<file path="config.mk">
export PLATFORM = sky130hd
export DESIGN_NAME = tsc_ctrl
export DESIGN_NICKNAME = d
export VERILOG_FILES = /design/src/design/tsc_pkg.sv /design/src/design/tsc_sync.sv /design/src/design/tsc_regs.sv /design/src/design/tsc_ctrl.sv
export SDC_FILE = /design/constraint.sdc
export NUM_CORES = 1
export LEC_CHECK = 0
export BUFFER_PORTS_ARGS = -buffer_cell sky130_fd_sc_hd__buf_2
export CAP_MARGIN = 0
export CORE_UTILIZATION = 62
export DETAILED_ROUTE_END_ITERATION = 6
export GPL_TIMING_DRIVEN = 0
export PLACE_DENSITY = 0.81
export SLEW_MARGIN = 5
export SYNTH_ARGS = -nofsm -noshare
export SYNTH_HDL_FRONTEND = slang
export SYNTH_HIERARCHICAL = 1
export SYNTH_SLANG_ARGS = --single-unit
</file>
<file path="constraint.sdc">
create_clock -name clk -period 3.5 [get_ports clk]
set_clock_uncertainty 0.15 [all_clocks]
set_input_delay 0 -clock clk [delete_from_list [all_inputs] [get_ports clk]]
set_output_delay 0 -clock clk [all_outputs]
set_load 0.01 [all_outputs]
</file>
<file path="src/design/tsc_pkg.sv">
// constants, register layout and state codes of the tuner serial control logic
// assumes a 25 MHz system clock and a two-wire link paced by the master
package tsc_pkg;

    // ==========================================================
    // bus addressing
    localparam logic [4:0] ADDR_HI_BITS = 5'h18;
    localparam logic [3:0] BYTE_BITS = 4'h8;
    localparam logic [3:0] LAST_BIT = 4'h7;

    // ==========================================================
    // register bytes, index = byte number minus two
    localparam int NUM_REGS = 12;
    localparam logic [3:0] IDX_DIV_HI = 4'h0;
    localparam logic [3:0] IDX_DIV_LO = 4'h1;
    localparam logic [3:0] IDX_GAIN = 4'h2;
    localparam logic [3:0] IDX_REF = 4'h3;
    localparam logic [3:0] IDX_CTRL = 4'h4;
    localparam logic [3:0] IDX_FREF = 4'h5;
    localparam logic [3:0] IDX_FBW = 4'h7;
    localparam logic [3:0] IDX_LAST = 4'hb;
    localparam logic [3:0] IDX_PAST = 4'hc;
    localparam logic [3:0] IDX_PAIR_2 = 4'h0;
    localparam logic [3:0] IDX_PAIR_4 = 4'h2;
    localparam logic [3:0] IDX_PAIR_6 = 4'h4;
    localparam logic [3:0] IDX_PAIR_8 = 4'h6;
    localparam logic [3:0] IDX_PAIR_10 = 4'h8;
    localparam logic [3:0] IDX_PAIR_12 = 4'ha;

    // ==========================================================
    // field positions
    localparam int BIT_RF_GAIN = 5;
    localparam int BIT_PORT0 = 7;
    localparam int BIT_PD = 0;
    localparam int BIT_BYPASS = 1;
    localparam int W_DIV_HI = 7;
    localparam int W_REF_SEL = 5;
    localparam int W_FREF = 5;
    localparam int W_FBW = 6;
    localparam int W_DIV = 15;
    localparam int STAT_POR = 7;
    localparam int STAT_LOCK = 6;

    // ==========================================================
    // reset values, bypass enabled in the control byte
    localparam logic [NUM_REGS-1:0][7:0] REG_RESET = {
        8'h00, 8'hf0, 8'h00, 8'he0, 8'h00, 8'hd0, 8'h00, 8'hc2, 8'h00, 8'h80, 8'h00, 8'h00};

    // ==========================================================
    // oscillator band thresholds on the divider value
    localparam logic [14:0] BAND_MID_MIN = 15'h1000;
    localparam logic [14:0] BAND_HI_MIN = 15'h3000;
    localparam logic [1:0] BAND_LO = 2'h0;
    localparam logic [1:0] BAND_MID = 2'h1;
    localparam logic [1:0] BAND_HI = 2'h2;

    // ==========================================================
    // link states
    typedef enum logic [5:0] {
        ST_IDLE = 6'h01,
        ST_ADDR = 6'h02,
        ST_ACK = 6'h04,
        ST_WRITE = 6'h08,
        ST_READ = 6'h10,
        ST_RACK = 6'h20
    } tsc_state_t;

endpackage : tsc_pkg

</file>
<file path="src/design/tsc_sync.sv">
// two-stage synchroniser for a group of pin inputs
// assumes the inputs are asynchronous to clk
`timescale 1ns/100ps
`default_nettype none
module tsc_sync #(
    parameter int W = 1
) (
    input wire logic clk,           // system clock
    input wire logic reset,         // async reset, high
    input wire logic [W-1:0] d,     // raw pin levels
    output logic [W-1:0] q          // synchronised levels
);
    typedef struct packed {
        logic [W-1:0] ff1;
        logic [W-1:0] ff2;
    } tsc_sync_t;

    tsc_sync_t s_r;
    tsc_sync_t s_nxt;

    always_comb begin
        s_nxt = s_r;
        s_nxt.ff1 = d;
        s_nxt.ff2 = s_r.ff1;
    end

    always_ff @(posedge clk or posedge reset) begin
        if (reset) begin
            s_r <= '0;
        end else begin
            s_r <= s_nxt;
        end
    end

    assign q = s_r.ff2;
endmodule // tsc_sync
`default_nettype wire

</file>
<file path="src/design/tsc_regs.sv">
// register byte store with even-pair sub-addressing
// assumes one write strobe per received data byte
`timescale 1ns/100ps
`default_nettype none
module tsc_regs
    import tsc_pkg::*;
(
    input wire logic clk,                       // system clock
    input wire logic reset,                     // async reset, high
    input wire logic wr_stb,                    // one-cycle byte strobe
    input wire logic wr_first,                  // first data byte of transfer
    input wire logic [7:0] wr_data,             // received byte
    output logic [NUM_REGS-1:0][7:0] regs       // stored bytes
);
    typedef struct packed {
        logic [NUM_REGS-1:0][7:0] bytes;
        logic [3:0] ptr;
    } tsc_regs_t;

    tsc_regs_t s_r;
    tsc_regs_t s_nxt;
    logic [3:0] idx;

    // first byte's leading bits pick the pair it starts
    function automatic logic [3:0] pair_of(input logic [7:0] b);
        if (!b[7]) return IDX_PAIR_2;
        if (!b[6]) return IDX_PAIR_4;
        case (b[5:4])
            2'h0: return IDX_PAIR_6;
            2'h1: return IDX_PAIR_8;
            2'h2: return IDX_PAIR_10;
            default: return IDX_PAIR_12;
        endcase
    endfunction

    always_comb begin
        s_nxt = s_r;
        idx = wr_first ? pair_of(wr_data) : s_r.ptr;
        if (wr_stb) begin
            // bytes past the last register are dropped; contents survive power-down
            if (idx <= IDX_LAST) begin
                s_nxt.bytes[idx] = wr_data;
                s_nxt.ptr = 4'(idx + 4'h1);
            end else begin
                s_nxt.ptr = IDX_PAST;
            end
        end
    end

    always_ff @(posedge clk or posedge reset) begin
        if (reset) begin
            s_r.bytes <= REG_RESET;
            s_r.ptr <= IDX_PAIR_2;
        end else begin
            s_r <= s_nxt;
        end
    end

    assign regs = s_r.bytes;
endmodule // tsc_regs
`default_nettype wire

</file>
<file path="src/design/tsc_ctrl.sv">
// top of the tuner serial control logic: two-wire slave, settings and lock report
// assumes scl/sda/straps/sleep/lock arrive asynchronously; the pad resolves sda from sda_oe
//
// Contract
// - address LSB zero writes, one reads
// - four addresses chosen by select levels
// - acknowledge address and every received byte
// - missing master ack ends read, releases
// - sleep pin OR power-down bit powers down
// - sleep leaves RF bypass untouched
// - one bit alone switches RF bypass
// - disabled bypass sits in power-down
// - bypass enabled from reset
// - one bit selects second RF gain step
// - five-bit filter reference divider, 4 to 27
// - six-bit filter width code, 0 to 62
// - fifteen-bit synthesizer divider ratio
// - reference divider selects among 29 ratios
// - oscillator band chosen automatically
// - eight-bit status byte, lock on pin too
// - write addresses c0 to c6, read plus one
// - status bit six shows lock
// - lock pin low after reset
`timescale 1ns/100ps
`default_nettype none
module tsc_ctrl
    import tsc_pkg::*;
(
    input wire logic clk,                       // 25 MHz system clock
    input wire logic reset,                     // async reset, high
    input wire logic scl_in,                    // link clock pin
    input wire logic sda_in,                    // data pin level
    output logic sda_out,                       // data drive value, always low
    output logic sda_oe,                        // high while pulling data low
    input wire logic id_level_hi,               // address select, upper level
    input wire logic id_level_lo,               // address select, lower level
    input wire logic sleep_in,                  // sleep pin, high sleeps
    input wire logic lock_in,                   // synthesizer lock detector
    output logic [W_DIV-1:0] synth_div,         // synthesizer divider ratio
    output logic [W_REF_SEL-1:0] ref_div_sel,   // reference divider ratio select
    output logic rf_gain_hi,                    // second RF gain stage step
    output logic [W_FREF-1:0] filter_ref_div,   // filter loop reference divider
    output logic [W_FBW-1:0] filter_width_code, // filter bandwidth code
    output logic power_down,                    // analogue sections powered down
    output logic bypass_en,                     // RF bypass on
    output logic bypass_pd,                     // RF bypass powered down
    output logic [1:0] lo_band_sel,             // oscillator band and harmonic select
    output logic lock_out,                      // lock pin
    output logic port0_on                       // switching port 0 on
);
    // ==========================================================
    // state
    typedef struct packed {
        tsc_state_t st;
        logic scl_q;
        logic [3:0] cnt;
        logic [7:0] shift;
        logic [7:0] tx;
        logic rw;
        logic ackd;
        logic first;
        logic rd_seen;
        logic por;
        logic sda_oe;
        logic sda_o;
        logic wr_stb;
        logic [7:0] wr_data;
        logic [W_DIV-1:0] synth_div;
        logic [W_REF_SEL-1:0] ref_div_sel;
        logic rf_gain_hi;
        logic [W_FREF-1:0] filter_ref_div;
        logic [W_FBW-1:0] filter_width_code;
        logic power_down;
        logic bypass_en;
        logic bypass_pd;
        logic [1:0] lo_band_sel;
        logic lock_out;
        logic port0_on;
        logic sda_q;
    } tsc_ctrl_t;

    tsc_ctrl_t s_r;
    tsc_ctrl_t s_nxt;

    // ==========================================================
    // pin synchronisers and register store
    logic [5:0] pins_s;
    logic scl_s;
    logic sda_s;
    logic id_hi_s;
    logic id_lo_s;
    logic sleep_s;
    logic lock_s;
    logic [NUM_REGS-1:0][7:0] regs;

    tsc_sync #(
        .W(6)
    ) u_sync (
        .clk(clk),
        .reset(reset),
        .d({scl_in, sda_in, id_level_hi, id_level_lo, sleep_in, lock_in}),
        .q(pins_s)
    );

    assign {scl_s, sda_s, id_hi_s, id_lo_s, sleep_s, lock_s} = pins_s;

    tsc_regs u_regs (
        .clk(clk),
        .reset(reset),
        .wr_stb(s_r.wr_stb),
        .wr_first(s_r.first),
        .wr_data(s_r.wr_data),
        .regs(regs)
    );

    // ==========================================================
    // link events
    logic scl_rise;
    logic scl_fall;
    logic start_cond;
    logic stop_cond;
    logic addr_match;
    logic [7:0] status;

    // automatic band choice from the programmed divider
    function automatic logic [1:0] band_of(input logic [W_DIV-1:0] div);
        if (div >= BAND_HI_MIN) return BAND_HI;
        if (div >= BAND_MID_MIN) return BAND_MID;
        return BAND_LO;
    endfunction

    assign scl_rise = scl_s && !s_r.scl_q;
    assign scl_fall = !scl_s && s_r.scl_q;
    assign start_cond = scl_s && s_r.scl_q && s_r.sda_q && !sda_s;
    assign stop_cond = scl_s && s_r.scl_q && !s_r.sda_q && sda_s;
    assign addr_match = s_r.shift[7:1] == {ADDR_HI_BITS, id_hi_s, id_lo_s};

    always_comb begin
        status = 8'h00;
        status[STAT_POR] = s_r.por;
        status[STAT_LOCK] = lock_s;
    end

    // ==========================================================
    // next state
    always_comb begin
        s_nxt = s_r;
        s_nxt.scl_q = scl_s;
        s_nxt.sda_q = sda_s;
        s_nxt.wr_stb = 1'b0;
        s_nxt.sda_o = 1'b0;
        if (start_cond) begin
            s_nxt.st = ST_ADDR;
            s_nxt.cnt = 4'h0;
            s_nxt.sda_oe = 1'b0;
            s_nxt.first = 1'b1;
        end else if (stop_cond) begin
            s_nxt.st = ST_IDLE;
            s_nxt.sda_oe = 1'b0;
            if (s_r.rd_seen) begin
                s_nxt.por = 1'b0;
            end
            s_nxt.rd_seen = 1'b0;
        end else begin
            case (s_r.st)
                ST_IDLE: begin
                    s_nxt.sda_oe = 1'b0;
                end
                ST_ADDR: begin
                    if (scl_rise) begin
                        s_nxt.shift = {s_r.shift[6:0], sda_s};
                        s_nxt.cnt = 4'(s_r.cnt + 4'h1);
                    end else if (scl_fall && s_r.cnt == BYTE_BITS) begin
                        if (addr_match) begin
                            s_nxt.st = ST_ACK;
                            s_nxt.sda_oe = 1'b1;
                            s_nxt.rw = s_r.shift[0];
                        end else begin
                            s_nxt.st = ST_IDLE;
                        end
                    end
                end
                ST_WRITE: begin
                    if (scl_rise) begin
                        s_nxt.shift = {s_r.shift[6:0], sda_s};
                        s_nxt.cnt = 4'(s_r.cnt + 4'h1);
                    end else if (scl_fall && s_r.cnt == BYTE_BITS) begin
                        s_nxt.wr_stb = 1'b1;
                        s_nxt.wr_data = s_r.shift;
                        s_nxt.st = ST_ACK;
                        s_nxt.sda_oe = 1'b1;
                    end
                end
                ST_ACK: begin
                    if (scl_fall) begin
                        s_nxt.cnt = 4'h0;
                        if (s_r.wr_stb) begin
                            s_nxt.first = 1'b0;
                        end
                        if (s_r.rw) begin
                            s_nxt.tx = status;
                            s_nxt.sda_oe = !status[7];
                            s_nxt.st = ST_READ;
                            s_nxt.rd_seen = 1'b1;
                        end else begin
                            s_nxt.sda_oe = 1'b0;
                            s_nxt.st = ST_WRITE;
                        end
                    end else if (s_r.wr_stb) begin
                        s_nxt.first = 1'b0;
                    end
                end
                ST_READ: begin
                    if (scl_fall) begin
                        if (s_r.cnt == LAST_BIT) begin
                            s_nxt.sda_oe = 1'b0;
                            s_nxt.st = ST_RACK;
                        end else begin
                            s_nxt.tx = {s_r.tx[6:0], 1'b0};
                            s_nxt.sda_oe = !s_r.tx[6];
                            s_nxt.cnt = 4'(s_r.cnt + 4'h1);
                        end
                    end
                end
                ST_RACK: begin
                    if (scl_rise) begin
                        s_nxt.ackd = !sda_s;
                    end else if (scl_fall) begin
                        if (s_r.ackd) begin
                            s_nxt.tx = status;
                            s_nxt.sda_oe = !status[7];
                            s_nxt.cnt = 4'h0;
                            s_nxt.st = ST_READ;
                        end else begin
                            s_nxt.sda_oe = 1'b0;
                            s_nxt.st = ST_IDLE;
                        end
                    end
                end
                default: begin
                    s_nxt.st = ST_IDLE;
                    s_nxt.sda_oe = 1'b0;
                end
            endcase
        end

        // settings decoded from the register store and the sleep pin, lock pin copied from lock_s
        s_nxt.synth_div = {regs[IDX_DIV_HI][W_DIV_HI-1:0], regs[IDX_DIV_LO]};
        s_nxt.ref_div_sel = regs[IDX_REF][W_REF_SEL-1:0];
        s_nxt.port0_on = regs[IDX_REF][BIT_PORT0];
        s_nxt.rf_gain_hi = regs[IDX_GAIN][BIT_RF_GAIN];
        s_nxt.filter_ref_div = regs[IDX_FREF][W_FREF-1:0];
        s_nxt.filter_width_code = regs[IDX_FBW][W_FBW-1:0];
        s_nxt.power_down = sleep_s || regs[IDX_CTRL][BIT_PD];
        s_nxt.bypass_en = regs[IDX_CTRL][BIT_BYPASS];
        s_nxt.bypass_pd = !regs[IDX_CTRL][BIT_BYPASS];
        s_nxt.lo_band_sel = band_of(s_nxt.synth_div);
        s_nxt.lock_out = lock_s;
    end

    // ==========================================================
    // registers
    always_ff @(posedge clk or posedge reset) begin
        if (reset) begin
            s_r <= '0;
            s_r.st <= ST_IDLE;
            s_r.scl_q <= 1'b1;
            s_r.sda_q <= 1'b1;
            s_r.por <= 1'b1;
            s_r.bypass_en <= 1'b1;
            s_r.lock_out <= 1'b0;
        end else begin
            s_r <= s_nxt;
        end
    end

    assign sda_out = s_r.sda_o;
    assign sda_oe = s_r.sda_oe;
    assign synth_div = s_r.synth_div;
    assign ref_div_sel = s_r.ref_div_sel;
    assign rf_gain_hi = s_r.rf_gain_hi;
    assign filter_ref_div = s_r.filter_ref_div;
    assign filter_width_code = s_r.filter_width_code;
    assign power_down = s_r.power_down;
    assign bypass_en = s_r.bypass_en;
    assign bypass_pd = s_r.bypass_pd;
    assign lo_band_sel = s_r.lo_band_sel;
    assign lock_out = s_r.lock_out;
    assign port0_on = s_r.port0_on;
endmodule // tsc_ctrl
`default_nettype wire

</file>
# ---- Word level (Yosys, flattened, before mapping)
# Cells that the tools add are included.
dict set report op_classes {
  addsub 2
  n_lt_le_gt_ge 5
  n_eq_ne 37
  mux 85
  bitwise_logic 3
  n_reduce_logical 38
}
# operator n
set ops {}
lappend ops {{bitwise mux 96 bit} 1}
lappend ops {{two-way mux 8 bit} 9}
lappend ops {{two-way mux 6 bit} 11}
lappend ops {{two-way mux 4 bit} 13}
lappend ops {{two-way mux 9 bit} 5}
lappend ops {{inequality test 4 bit (second input constant)} 10}
lappend ops {{one-hot mux 6 bit (6 select lines)} 1}
lappend ops {{demux 8 bit (select 4 bit)} 1}
lappend ops {{two-way mux 1 bit} 30}
lappend ops {{one-hot mux 8 bit (3 select lines)} 1}
lappend ops {{two-way mux 23 bit} 1}
lappend ops {{inequality test 3 bit (second input constant)} 7}
lappend ops {{AND reduction 10 bit} 2}
lappend ops {{AND reduction 9 bit} 2}
lappend ops {{inequality test 2 bit (second input constant)} 8}
lappend ops {{one-hot mux 4 bit (4 select lines)} 1}
lappend ops {{>= comparator 15 x 13 -> 1 bit (second input constant)} 1}
lappend ops {{>= comparator 15 x 14 -> 1 bit (second input constant)} 1}
lappend ops {{two-way mux 12 bit} 1}
lappend ops {{one-hot mux 4 bit (3 select lines)} 1}
lappend ops {{AND reduction 4 bit} 3}
lappend ops {{two-way mux 2 bit} 5}
lappend ops {{two-way mux 5 bit} 2}
lappend ops {{nonzero test 2 bit} 5}
lappend ops {{30 further kinds} 48}
dict set report word_totals {
  ff_bits 194
  in_bits 8
  out_inout_bits 41
}

# ---- Depth between registers and ports, before layout
# Gate-level depths: netlist of run 1.
dict set report depth {
  depth_word 10
  mapped_depth 8
  mapped_depth_nobuf 8
}

# ---- Modules after synthesis
# Netlist of run 1, hierarchy kept.
# module instances cells_per_inst area_each_um2
set modules_own_cells {}
lappend modules_own_cells {tsc_regs 1 357 4807.1}
lappend modules_own_cells {tsc_ctrl 1 272 3231.8}
lappend modules_own_cells {tsc_sync 1 13 304.0}

# ---- Worst setup path after synthesis of run 1
# No wires, ideal clock.
dict set report synth_timing {
  path_kind {flip-flop to flip-flop}
  from {reg s_r[78] (netlist bit)}
  to {reg s_r[72] (netlist bit)}
  setup_ps 125
  t_arrival_ps 1964
  required_ps 3225
  path_slack_ps 1261
  stages_incl_launch_ff 8
  synth_period_minus_slack_ps 2239
  cell_sequence {dfrtp_1 > buf_6 > nor4_4 > nand2_4 > and3_4 > nor4_4 > o21ai_2 > mux2_4}
}
dict set report synth_between {
  elab_chain_len 5
}
# element line_no
set synth_rtl {}
lappend synth_rtl {{start: declaration} tsc_ctrl.sv:82} ;# tsc_ctrl_t s_r;
lappend synth_rtl {{start signal: assignment} tsc_ctrl.sv:273} ;# s_r <= s_nxt;
lappend synth_rtl {{equality test 6 x 4 -> 1 bit or equality test 6 x 2 -> 1 bit (tied branches)} tsc_ctrl.sv:165} ;# case (s_r.st)
lappend synth_rtl {{OR reduction 2 bit (no source line)} -}
lappend synth_rtl {{one-hot mux 4 bit (4 select lines)} tsc_ctrl.sv:165}
lappend synth_rtl {{two-way mux 23 bit} tsc_ctrl.sv:157} ;# end else if (stop_cond) begin
lappend synth_rtl {{two-way mux 4 bit} tsc_ctrl.sv:152} ;# if (start_cond) begin
# Parallel ways exist; a longest one is shown, timed or not. The select of a mux whose other input is x is not followed.
# A chain may end at the register's enable or synchronous reset.

# ---- Worst setup path in the final report of run 1
dict set report layout_timing {
  from {reg s_r[76] (netlist bit)}
  to {reg s_r[80] (netlist bit)}
}
dict set report layout_between {
  elab_chain_len 5
}
# element line_no
set layout_rtl {}
lappend layout_rtl {{logical AND 1 bit} {tsc_ctrl.sv:134, tsc_ctrl.sv:135}}
lappend layout_rtl {{logical AND 1 bit (on tied branches) (2 in a row)} {tsc_ctrl.sv:134, tsc_ctrl.sv:135}}
lappend layout_rtl {{inequality test 4 bit (no source line) (tied with other cells)} -}
lappend layout_rtl {{AND reduction 10 bit (no source line) or two-way mux 6 bit (tied branches)} -}
# Parallel ways exist; a longest one is shown, timed or not.

==> flow_summary.yaml, run 1 <==
logic_synthesis:
  syn_inst: 451
  yosysWarnings: 6
  postSynthAreaPerCell_um2: 12.3
  synth_area_mm2: 0.00555
  synth_fp_nets: 465
placed_design:
  globalplace.congestion: 0.976
  portBuffers: 47
  post-place-ws_ns: 0.830
  dp_hpwl_mm: 6.76
sta:
  post-route-period-util_pct: 78.8
  setup_ws_ns: 0.741
  fin_tns_setup_ns: 0
  period_minus_slack_ns: 2.76
  finalSetupViolCount: 0
  max_clock_freq_ghz: 0.362
  slew_headroom_pct: 38.4
  drv_slew: 0
  finalHoldViolCount: 0
  grt_setup_unrepaired: "false"
  hold_slack_ns: 0.0572
  worstMarginPinSlew_ns: 0.918
floorplanning:
  rows: 34
  io_pins: 49
  die-height_um: 96.6
  start_util_pct: 64.0
  core_mm2: 0.00868
  fp.dieArea_mm2: 0.00934
  die_w_um: 96.6
global_routing:
  track_usage_pct: 25.0
  antenna_found_initial: 0
  grtUsageMet2_pct: 42.7
  grt_first_pass_wirelength_mm: 18.0
  first_global_vias: 3582
  busiest_layer: "met2"
  grtUsageMet1_pct: 30.8
  met3_usage_pct: 6.29
  overflow: 0
  grt_max_degree: 40
status:
  status: "finished clean"
clocking:
  cts.htree.levels: 4
  clkLatencyLatePin_ns: 0.51
  cts_buffers: 17
  clk_path_buf_depth: 2
  cts_tree: "built"
  clockRootBuffer: "clkbuf_8"
  clock_sinks: 126
  clkTransAtPathRegs_ns: 0.06
routing:
  dr_total_vias: 3517
  drc: 0
  drtAntennaViolNets: 0
  vias_per_cell: 5.39
  wire_per_inst_um: 16.1
  first_pass_iters: 4
  wirelength_mm: 10.5
  dr.first_iter.drc_count: 110
pwr:
  p_leak_nw: 3.49
  peakVddDrop_uv: 394
  p_per_area_mw_per_mm2: 531
worst_setup_path:
  cp_max_fo: 9
  crit_slowest_cell: "dfstp_2"
  crit_type: "reg2reg"
  timing.critical_path.slowest_cell_delay_ns: 0.53
  cp_data_arrival_time_ns: 3.02
  start_kind: "flop"
  cp-end-kind: "flop"
  critical_path_required_ns: 3.76
  crit_buf_inv: 1
  path_delay_family: "simple AND/OR/NAND/NOR gates"
  path_cells: "clkbuf_1 -> nand2b_1 -> nor3_1 -> nor2_1 -> a211oi_1 -> nand4_1 -> o32ai_1"
job:
  max-cap-violations: 0
cells_and_area:
  layout-drive-gt1-share_pct: 41.5
  syn2layout_area_growth_pct: 20.6
  final_nets: 546
  diodes: 0
  fillCellCount: 536
worst_hold_path:
  hp-class: "in2async"
cell usage in the layout (no fill, tap or decap), types with 4 or more instances in the layout:
| master | instances |
|---|---|
| mux2_2 | 52 |
| clkbuf_1 | 17 |
| o21ai_0 | 7 |
| nand3_1 | 7 |
| nand3b_1 | 5 |
| nor4_1 | 6 |
| nand4_1 | 7 |
| dlygate4sd3_1 | 14 |
| inv_1 | 15 |
| nand2_1 | 19 |
| ha_1 | 6 |
| nor2b_1 | 5 |
| xnor2_1 | 4 |
| buf_2 | 49 |
| nand2b_1 | 5 |
| dfrtp_1 | 120 |
| nor3_1 | 7 |
| dfstp_2 | 6 |
| a21oi_1 | 9 |
| a31oi_1 | 5 |
| clkbuf_16 | 16 |
| nor2_1 | 21 |
| inv_6 | 4 |
| buf_4 | 70 |
repair_timing:
action / in CTS / in global routing
hold buffers: 14 / 0
buffers inserted: 0 / 0
endpoints found under the hold margin: 128 / 0
resized for setup: 0 / 0
setup endpoints to repair: 0 / 0
layer usage:
| metal | vias to the layer above | routed length (um) |
|---|---|---|
| met5 | - | 0 |
| met4 | 0 | 172 |
| met3 | 18 | 418 |
| met2 | 105 | 5520 |
| met1 | 1745 | 4430 |
| li1 | 1649 | - |
worst register-to-register path, delay by kind of cell, from the launching register on:
family	cells	cell delay [ns]
buf+inv	1	0.26
simple gates	4	1.02
compound gates	2	0.70
flops	1	0.53
where the power goes:
part	switching [mW]	total, mW	internal, mW	leakage (nW)
registers	0.0339	1.53	1.49	1.69
clock network	0.675	1.80	1.12	0.292
logic	0.138	0.236	0.0981	1.50
total	0.847	3.56	2.71	3.49
metrics by stage:
step	instance area [um2]	power (mW)	util, %	cells
2_1_floorplan	5550	1.72	-	451
3_3_place_gp	5920	1.77	68.3	606
3_5_place_dp	5950	1.78	68.5	607
4_1_cts	6700	3.59	77.2	653
5_1_grt	6700	3.69	77.2	653
6_report	6700	3.56	77.2	653
final cells by class:
cell class	count	area, um2	share of cell area, %
well taps	108	135	2.02
repair buffers	62	395	5.90
multi-input cells	219	1720	25.7
plain buffers	89	607	9.06
clock buffers	19	432	6.45
flip-flops and latches	126	3160	47.2
inverters	17	66.3	0.990
clock inverters	13	178	2.65
flip-flops by register name, indices dropped and copies added (netlist names), 4 cells and up:
register           flops
synth_div             15
u_sync/q               6
u_regs/regs           35
filter_width_code      6
s_r                   35
u_sync/s_nxt           6
u_regs/s_r             4
filter_ref_div         5
ref_div_sel            5
final timing paths:
kind                                                to                 startpoint  slack [ns]  depth (start not counted)
max                                s_r[80]$_DFFE_PP0P_          s_r[76]$_DFF_PP1_        0.74                          7
min                        u_regs/regs[24]$_DFFE_PP0P_                      reset        0.06                          3
max reg2reg                        s_r[80]$_DFFE_PP0P_          s_r[76]$_DFF_PP1_        0.74                          7
min reg2reg                      u_sync/q[3]$_DFF_PP0_  u_sync/s_nxt[3]$_DFF_PP0_        0.20                          0
max in group asynchronous          s_r[77]$_DFFE_PP1P_                      reset        2.03                          5
min in group clk                 u_sync/q[3]$_DFF_PP0_  u_sync/s_nxt[3]$_DFF_PP0_        0.20                          0
(Power assumes the default switching activity.)
==> inputs of run 2 (changes only) <==
- ABC_AREA: default -> 1
- CORE_UTILIZATION: 62 -> 56
- PLACE_DENSITY: 0.81 -> 0.77
- clock period: 3.5 -> 2.35 ns (I/O delays scaled with it)
==> run 2 against run 1 <==
Die area increased by 17%. Non-clock buffer count increased by 12. Hold slack got worse by 0.021 ns. Clock power increased by 47%.
==> flow_summary.yaml, run 2 <==
status:
  status: "finished clean"
routing:
  wire_per_inst_um: 13.2
  drtAntennaViolNets: 0
  first_pass_iters: 4
  dr.first_iter.drc_count: 251
  vias_per_cell: 4.91
  dr_total_vias: 4322
  wirelength_mm: 11.6
  drc: 0
sta:
  finalSetupViolCount: 0
  slew_headroom_pct: 45.5
  finalHoldViolCount: 0
  worstMarginPinSlew_ns: 0.817
  drv_slew: 0
  grt_setup_unrepaired: "false"
  max_clock_freq_ghz: 0.458
  post-route-period-util_pct: 93.0
  setup_ws_ns: 0.165
  hold_slack_ns: 0.0367
  period_minus_slack_ns: 2.18
global_routing:
  overflow: 0
  grt_first_pass_wirelength_mm: 19.8
  grt_max_degree: 46
  antenna_found_initial: 0
  first_global_vias: 4216
  track_usage_pct: 23.4
worst_setup_path:
  cp_data_arrival_time_ns: 2.49
  crit_path_frequent_cell: "nand2_1"
  start_kind: "flop"
  path_delay_family: "simple AND/OR/NAND/NOR gates"
  crit_buf_inv: 2
  regToRegStartpoint: "s_r[53]$_DFFE_PP0P_"
  critical_path_required_ns: 2.65
  reg2reg_depth: 9
  crit_type: "reg2reg"
  cp-end-kind: "flop"
  cp_max_fo: 7
  timing.critical_path.slowest_cell_delay_ns: 0.48
  rrSetupSlack_ns: 0.17
  rr_endpoint: "u_regs/regs[31]$_DFFE_PP0P_"
  path_cells: "nand2_1 -> o21ai_1 -> inv_1 -> ha_1 -> nand2_1 -> clkinv_1 -> nand3_1 -> nand2_1 -> nand2_1"
  crit_slowest_cell: "dfrtp_1"
clocking:
  clock_sinks: 126
  cts_buffers: 17
  cts_tree: "built"
  clk_path_buf_depth: 2
  clkTransAtPathRegs_ns: 0.06
  clockRootBuffer: "clkbuf_8"
  cts.htree.levels: 4
  clkLatencyLatePin_ns: 0.52
pwr:
  peakVddDrop_uv: 598
  p_per_area_mw_per_mm2: 722
  p_leak_nw: 3.91
logic_synthesis:
  syn_inst: 651
  postSynthAreaPerCell_um2: 9.02
  yosysWarnings: 6
  synth_area_mm2: 0.00587
  synth_fp_nets: 665
placed_design:
  portBuffers: 47
  post-place-ws_ns: 0.154
  place_inst: 835
  place_area_mm2: 0.00631
  globalplace.congestion: 0.866
  dp_hpwl_mm: 8.08
cells_and_area:
  layout-drive-gt1-share_pct: 29.0
  syn2layout_area_growth_pct: 20.1
  fillCellCount: 773
  final_common_cell: "nand2_1"
  design_area_mm2: 0.00705
  fin_cells: 881
  diodes: 0
  final_nets: 746
  final_cell_mix: "nand2_1 (173), dfrtp_1 (120), buf_4 (77)"
floorplanning:
  die-height_um: 104
  fp.dieArea_mm2: 0.0109
  rows: 37
  io_pins: 49
  start_util_pct: 57.4
  die_w_um: 104
  core_mm2: 0.0102
job:
  max-cap-violations: 0
worst_hold_path:
  hp-class: "in2async"
## run 2: metrics by stage
stage | utilization, % | setup TNS (ns) | power (mW)
2_1_floorplan | - | 0 | 2.42
3_3_place_gp | 61.4 | -41.20 | 2.46
3_5_place_dp | 61.6 | 0 | 2.48
4_1_cts | 68.9 | 0 | 5.13
5_1_grt | 68.9 | 0 | 5.27
6_report | 68.9 | 0 | 5.09
## run 2: what timing repair did
action,4_1_cts,5_1_grt
endpoints found under the setup margin,0,11
endpoints found under the hold margin,131,0
resized for setup,0,1
buffers inserted,0,0
hold buffers,14,0
## run 2: area by class of cell
| type | instances | area (um2) | share of cell area, % |
|---|---|---|---|
| multi-input cells | 363 | 1780 | 25.2 |
| inverters | 61 | 231 | 3.28 |
| plain buffers | 101 | 704 | 9.99 |
| clock buffers | 20 | 445 | 6.32 |
| flip-flops and latches | 126 | 3160 | 44.8 |
| well taps | 136 | 170 | 2.41 |
| repair buffers | 62 | 403 | 5.71 |
| clock inverters | 12 | 159 | 2.25 |
## run 2: report_power, final
part / switching (mW) / internal [mW] / total (mW) / leakage, nW
logic: 0.149 / 0.0753 / 0.224 / 1.93
clock network: 0.957 / 1.68 / 2.64 / 0.292
registers: 0.0269 / 2.21 / 2.23 / 1.70
total: 1.13 / 3.96 / 5.09 / 3.91
## run 2: layer usage
metal	vias to the layer above	GRT usage, %	part of all wire, %
li1	2153	-	-
met1	2043	29.4	44
met2	115	38.7	50
met4	0	9.59	1.3
met3	11	5.83	4.4
met5	-	0	0
## run 2: worst max path at each step
stage	start	endpoint	slack, ns	cells past startpoint
6_report	s_r[53]$_DFFE_PP0P_	u_regs/regs[31]$_DFFE_PP0P_	0.17	9
5_1_grt	s_r[53]$_DFFE_PP0P_	u_regs/regs[28]$_DFFE_PP0P_	0.04	9
4_1_cts	s_r[53]$_DFFE_PP0P_	u_regs/regs[27]$_DFFE_PP0P_	0.11	9
3_5_place_dp	s_r[53]$_DFFE_PP0P_	u_regs/regs[59]$_DFFE_PP0P_	0.15	9
3_3_place_gp	reset	synth_div[9]$_DFF_PP0_	-0.59	2
2_1_floorplan	reset	bypass_pd$_DFF_PP0_	0.30	1
## run 2: tightest hold or removal path, cell delays in order
cell and delay [ns]:
dlygate4sd3_1 0.52, buf_2 0.13, inv_2 0.58
==> inputs of run 3 (changes only) <==
- CAP_MARGIN: 0 -> 20
- SETUP_SLACK_MARGIN: default -> 0.4
==> run 3 against run 2 <==
Register-to-register slack gained 0.34 ns. Non-clock buffer count is 6 higher. Global-route usage hardly changed. Worst setup slack improved by 0.34 ns. First-iteration DRC count shrank 1.6%. Routed wire length grew 1.0%. Via count grew 2.8%. Hold slack gained 0.0063 ns. Largest cell class unchanged.
==> flow_summary.yaml, run 3 (synthesis gave the netlist of run 2 again) <==
sta:
  drv_slew: 0
  hold_slack_ns: 0.0430
  worstMarginPinSlew_ns: 0.838
  finalHoldViolCount: 0
  slew_headroom_pct: 44.0
  setup_ws_ns: 0.508
  max_clock_freq_ghz: 0.543
  finalSetupViolCount: 0
  post-route-period-util_pct: 78.4
  fin_tns_setup_ns: 0
  period_minus_slack_ns: 1.84
  grt_setup_unrepaired: "false"
status:
  status: "finished clean"
placed_design:
  portBuffers: 47
  globalplace.congestion: 0.885
  place_area_mm2: 0.00632
  dp_hpwl_mm: 8.08
  post-place-ws_ns: 0.186
  place_inst: 836
worst_hold_path:
  hp-class: "in2async"
global_routing:
  grt_max_degree: 40
  grt_first_pass_wirelength_mm: 20.0
  first_global_vias: 4375
  track_usage_pct: 23.4
  overflow: 0
  antenna_found_initial: 0
routing:
  wirelength_mm: 11.8
  drtAntennaViolNets: 0
  drc: 0
  wire_per_inst_um: 13.3
  first_pass_iters: 5
  dr.first_iter.drc_count: 247
  vias_per_cell: 5.01
  dr_total_vias: 4442
clocking:
  clockRootBuffer: "clkbuf_8"
  clk_path_buf_depth: 2
  clkTransAtPathRegs_ns: 0.06
  cts_buffers: 17
  cts_tree: "built"
  clock_sinks: 126
  cts.htree.levels: 4
  clkLatencyLatePin_ns: 0.52
floorplanning:
  die_w_um: 104
  io_pins: 49
  die-height_um: 104
  core_mm2: 0.0102
  rows: 37
  start_util_pct: 57.4
  fp.dieArea_mm2: 0.0109
pwr:
  fin_total_pwr_mw: 5.01
  p_per_area_mw_per_mm2: 702
  p_leak_nw: 3.94
  peakVddDrop_uv: 559
worst_setup_path:
  crit_type: "reg2reg"
  rr_endpoint: "u_regs/regs[60]$_DFFE_PP0P_"
  regToRegStartpoint: "s_r[47]$_DFFE_PP0P_"
  cp_max_fo: 5
  start_kind: "flop"
  reg2reg_depth: 11
  cp_data_arrival_time_ns: 2.15
  critical_path_required_ns: 2.66
  cp-end-kind: "flop"
  rrSetupSlack_ns: 0.51
job:
  max-cap-violations: 0
cells_and_area:
  design_area_mm2: 0.00714
  syn2layout_area_growth_pct: 21.5
  final_common_cell: "nand2_1"
  layout-drive-gt1-share_pct: 31.4
  post-route-util_pct: 69.7
  final_cell_mix: "nand2_1 (173), dfrtp_1 (118), buf_4 (83)"
  final_nets: 752
  fin_cells: 887
  diodes: 0
[run 3: what timing repair did]
action	in CTS	in global routing
pin swaps	0	2
cloned	0	0
gates resized for setup	4	19
hold endpoints to repair	131	0
setup endpoints to repair	25	46
buffers inserted	0	5
hold buffers	14	0
[run 3: worst max-delay path, stage by stage, from the launching register on]
cell and delay (ns):
dfrtp_1 0.34, buf_4 0.14, inv_2 0.05, a21oi_2 0.13
o21ai_2 0.08, inv_1 0.09, ha_2 0.21, nand2_1 0.07
inv_2 0.11, clkbuf_2 0.16, nand4_1 0.14, nand2_1 0.11
[run 3: how the worst max path moves through the flow]
stage | startpoint | slack [ns] | end
2_1_floorplan | s_r[53]$_DFFE_PP0P_ | 0.50 | u_regs/regs[24]$_DFFE_PP0P_
3_3_place_gp | s_r[53]$_DFFE_PP0P_ | 0.23 | u_regs/regs[60]$_DFFE_PP0P_
3_5_place_dp | s_r[53]$_DFFE_PP0P_ | 0.19 | u_regs/regs[60]$_DFFE_PP0P_
4_1_cts | s_r[47]$_DFFE_PP0P_ | 0.41 | u_regs/regs[31]$_DFFE_PP0P_
5_1_grt | s_r[47]$_DFFE_PP0P_ | 0.40 | u_regs/regs[59]$_DFFE_PP0P_
6_report | s_r[47]$_DFFE_PP0P_ | 0.51 | u_regs/regs[60]$_DFFE_PP0P_
[run 3: cell type report]
cell class / count / area [um2]
clock inverters: 14 / 159
well taps: 136 / 170
flip-flops and latches: 126 / 3160
plain buffers: 101 / 712
repair buffers: 68 / 453
clock buffers: 18 / 418
inverters: 61 / 233
fillers: 766 / 3100
multi-input cells: 363 / 1830
[run 3: per-layer routing]
layer | global-route usage [%] | wire length (um) | part of all wire, %
met2 | 39.0 | 5790 | 49
met4 | 11.1 | 308 | 2.6
met1 | 29.5 | 5070 | 43
met3 | 4.32 | 595 | 5.1
met5 | 0 | 0 | 0
[run 3: power breakdown]
| group | total (mW) | switching [mW] | internal (mW) |
|---|---|---|---|
| clock network | 2.54 | 1.01 | 1.53 |
| registers | 2.23 | 0.0260 | 2.21 |
| logic | 0.238 | 0.155 | 0.0827 |
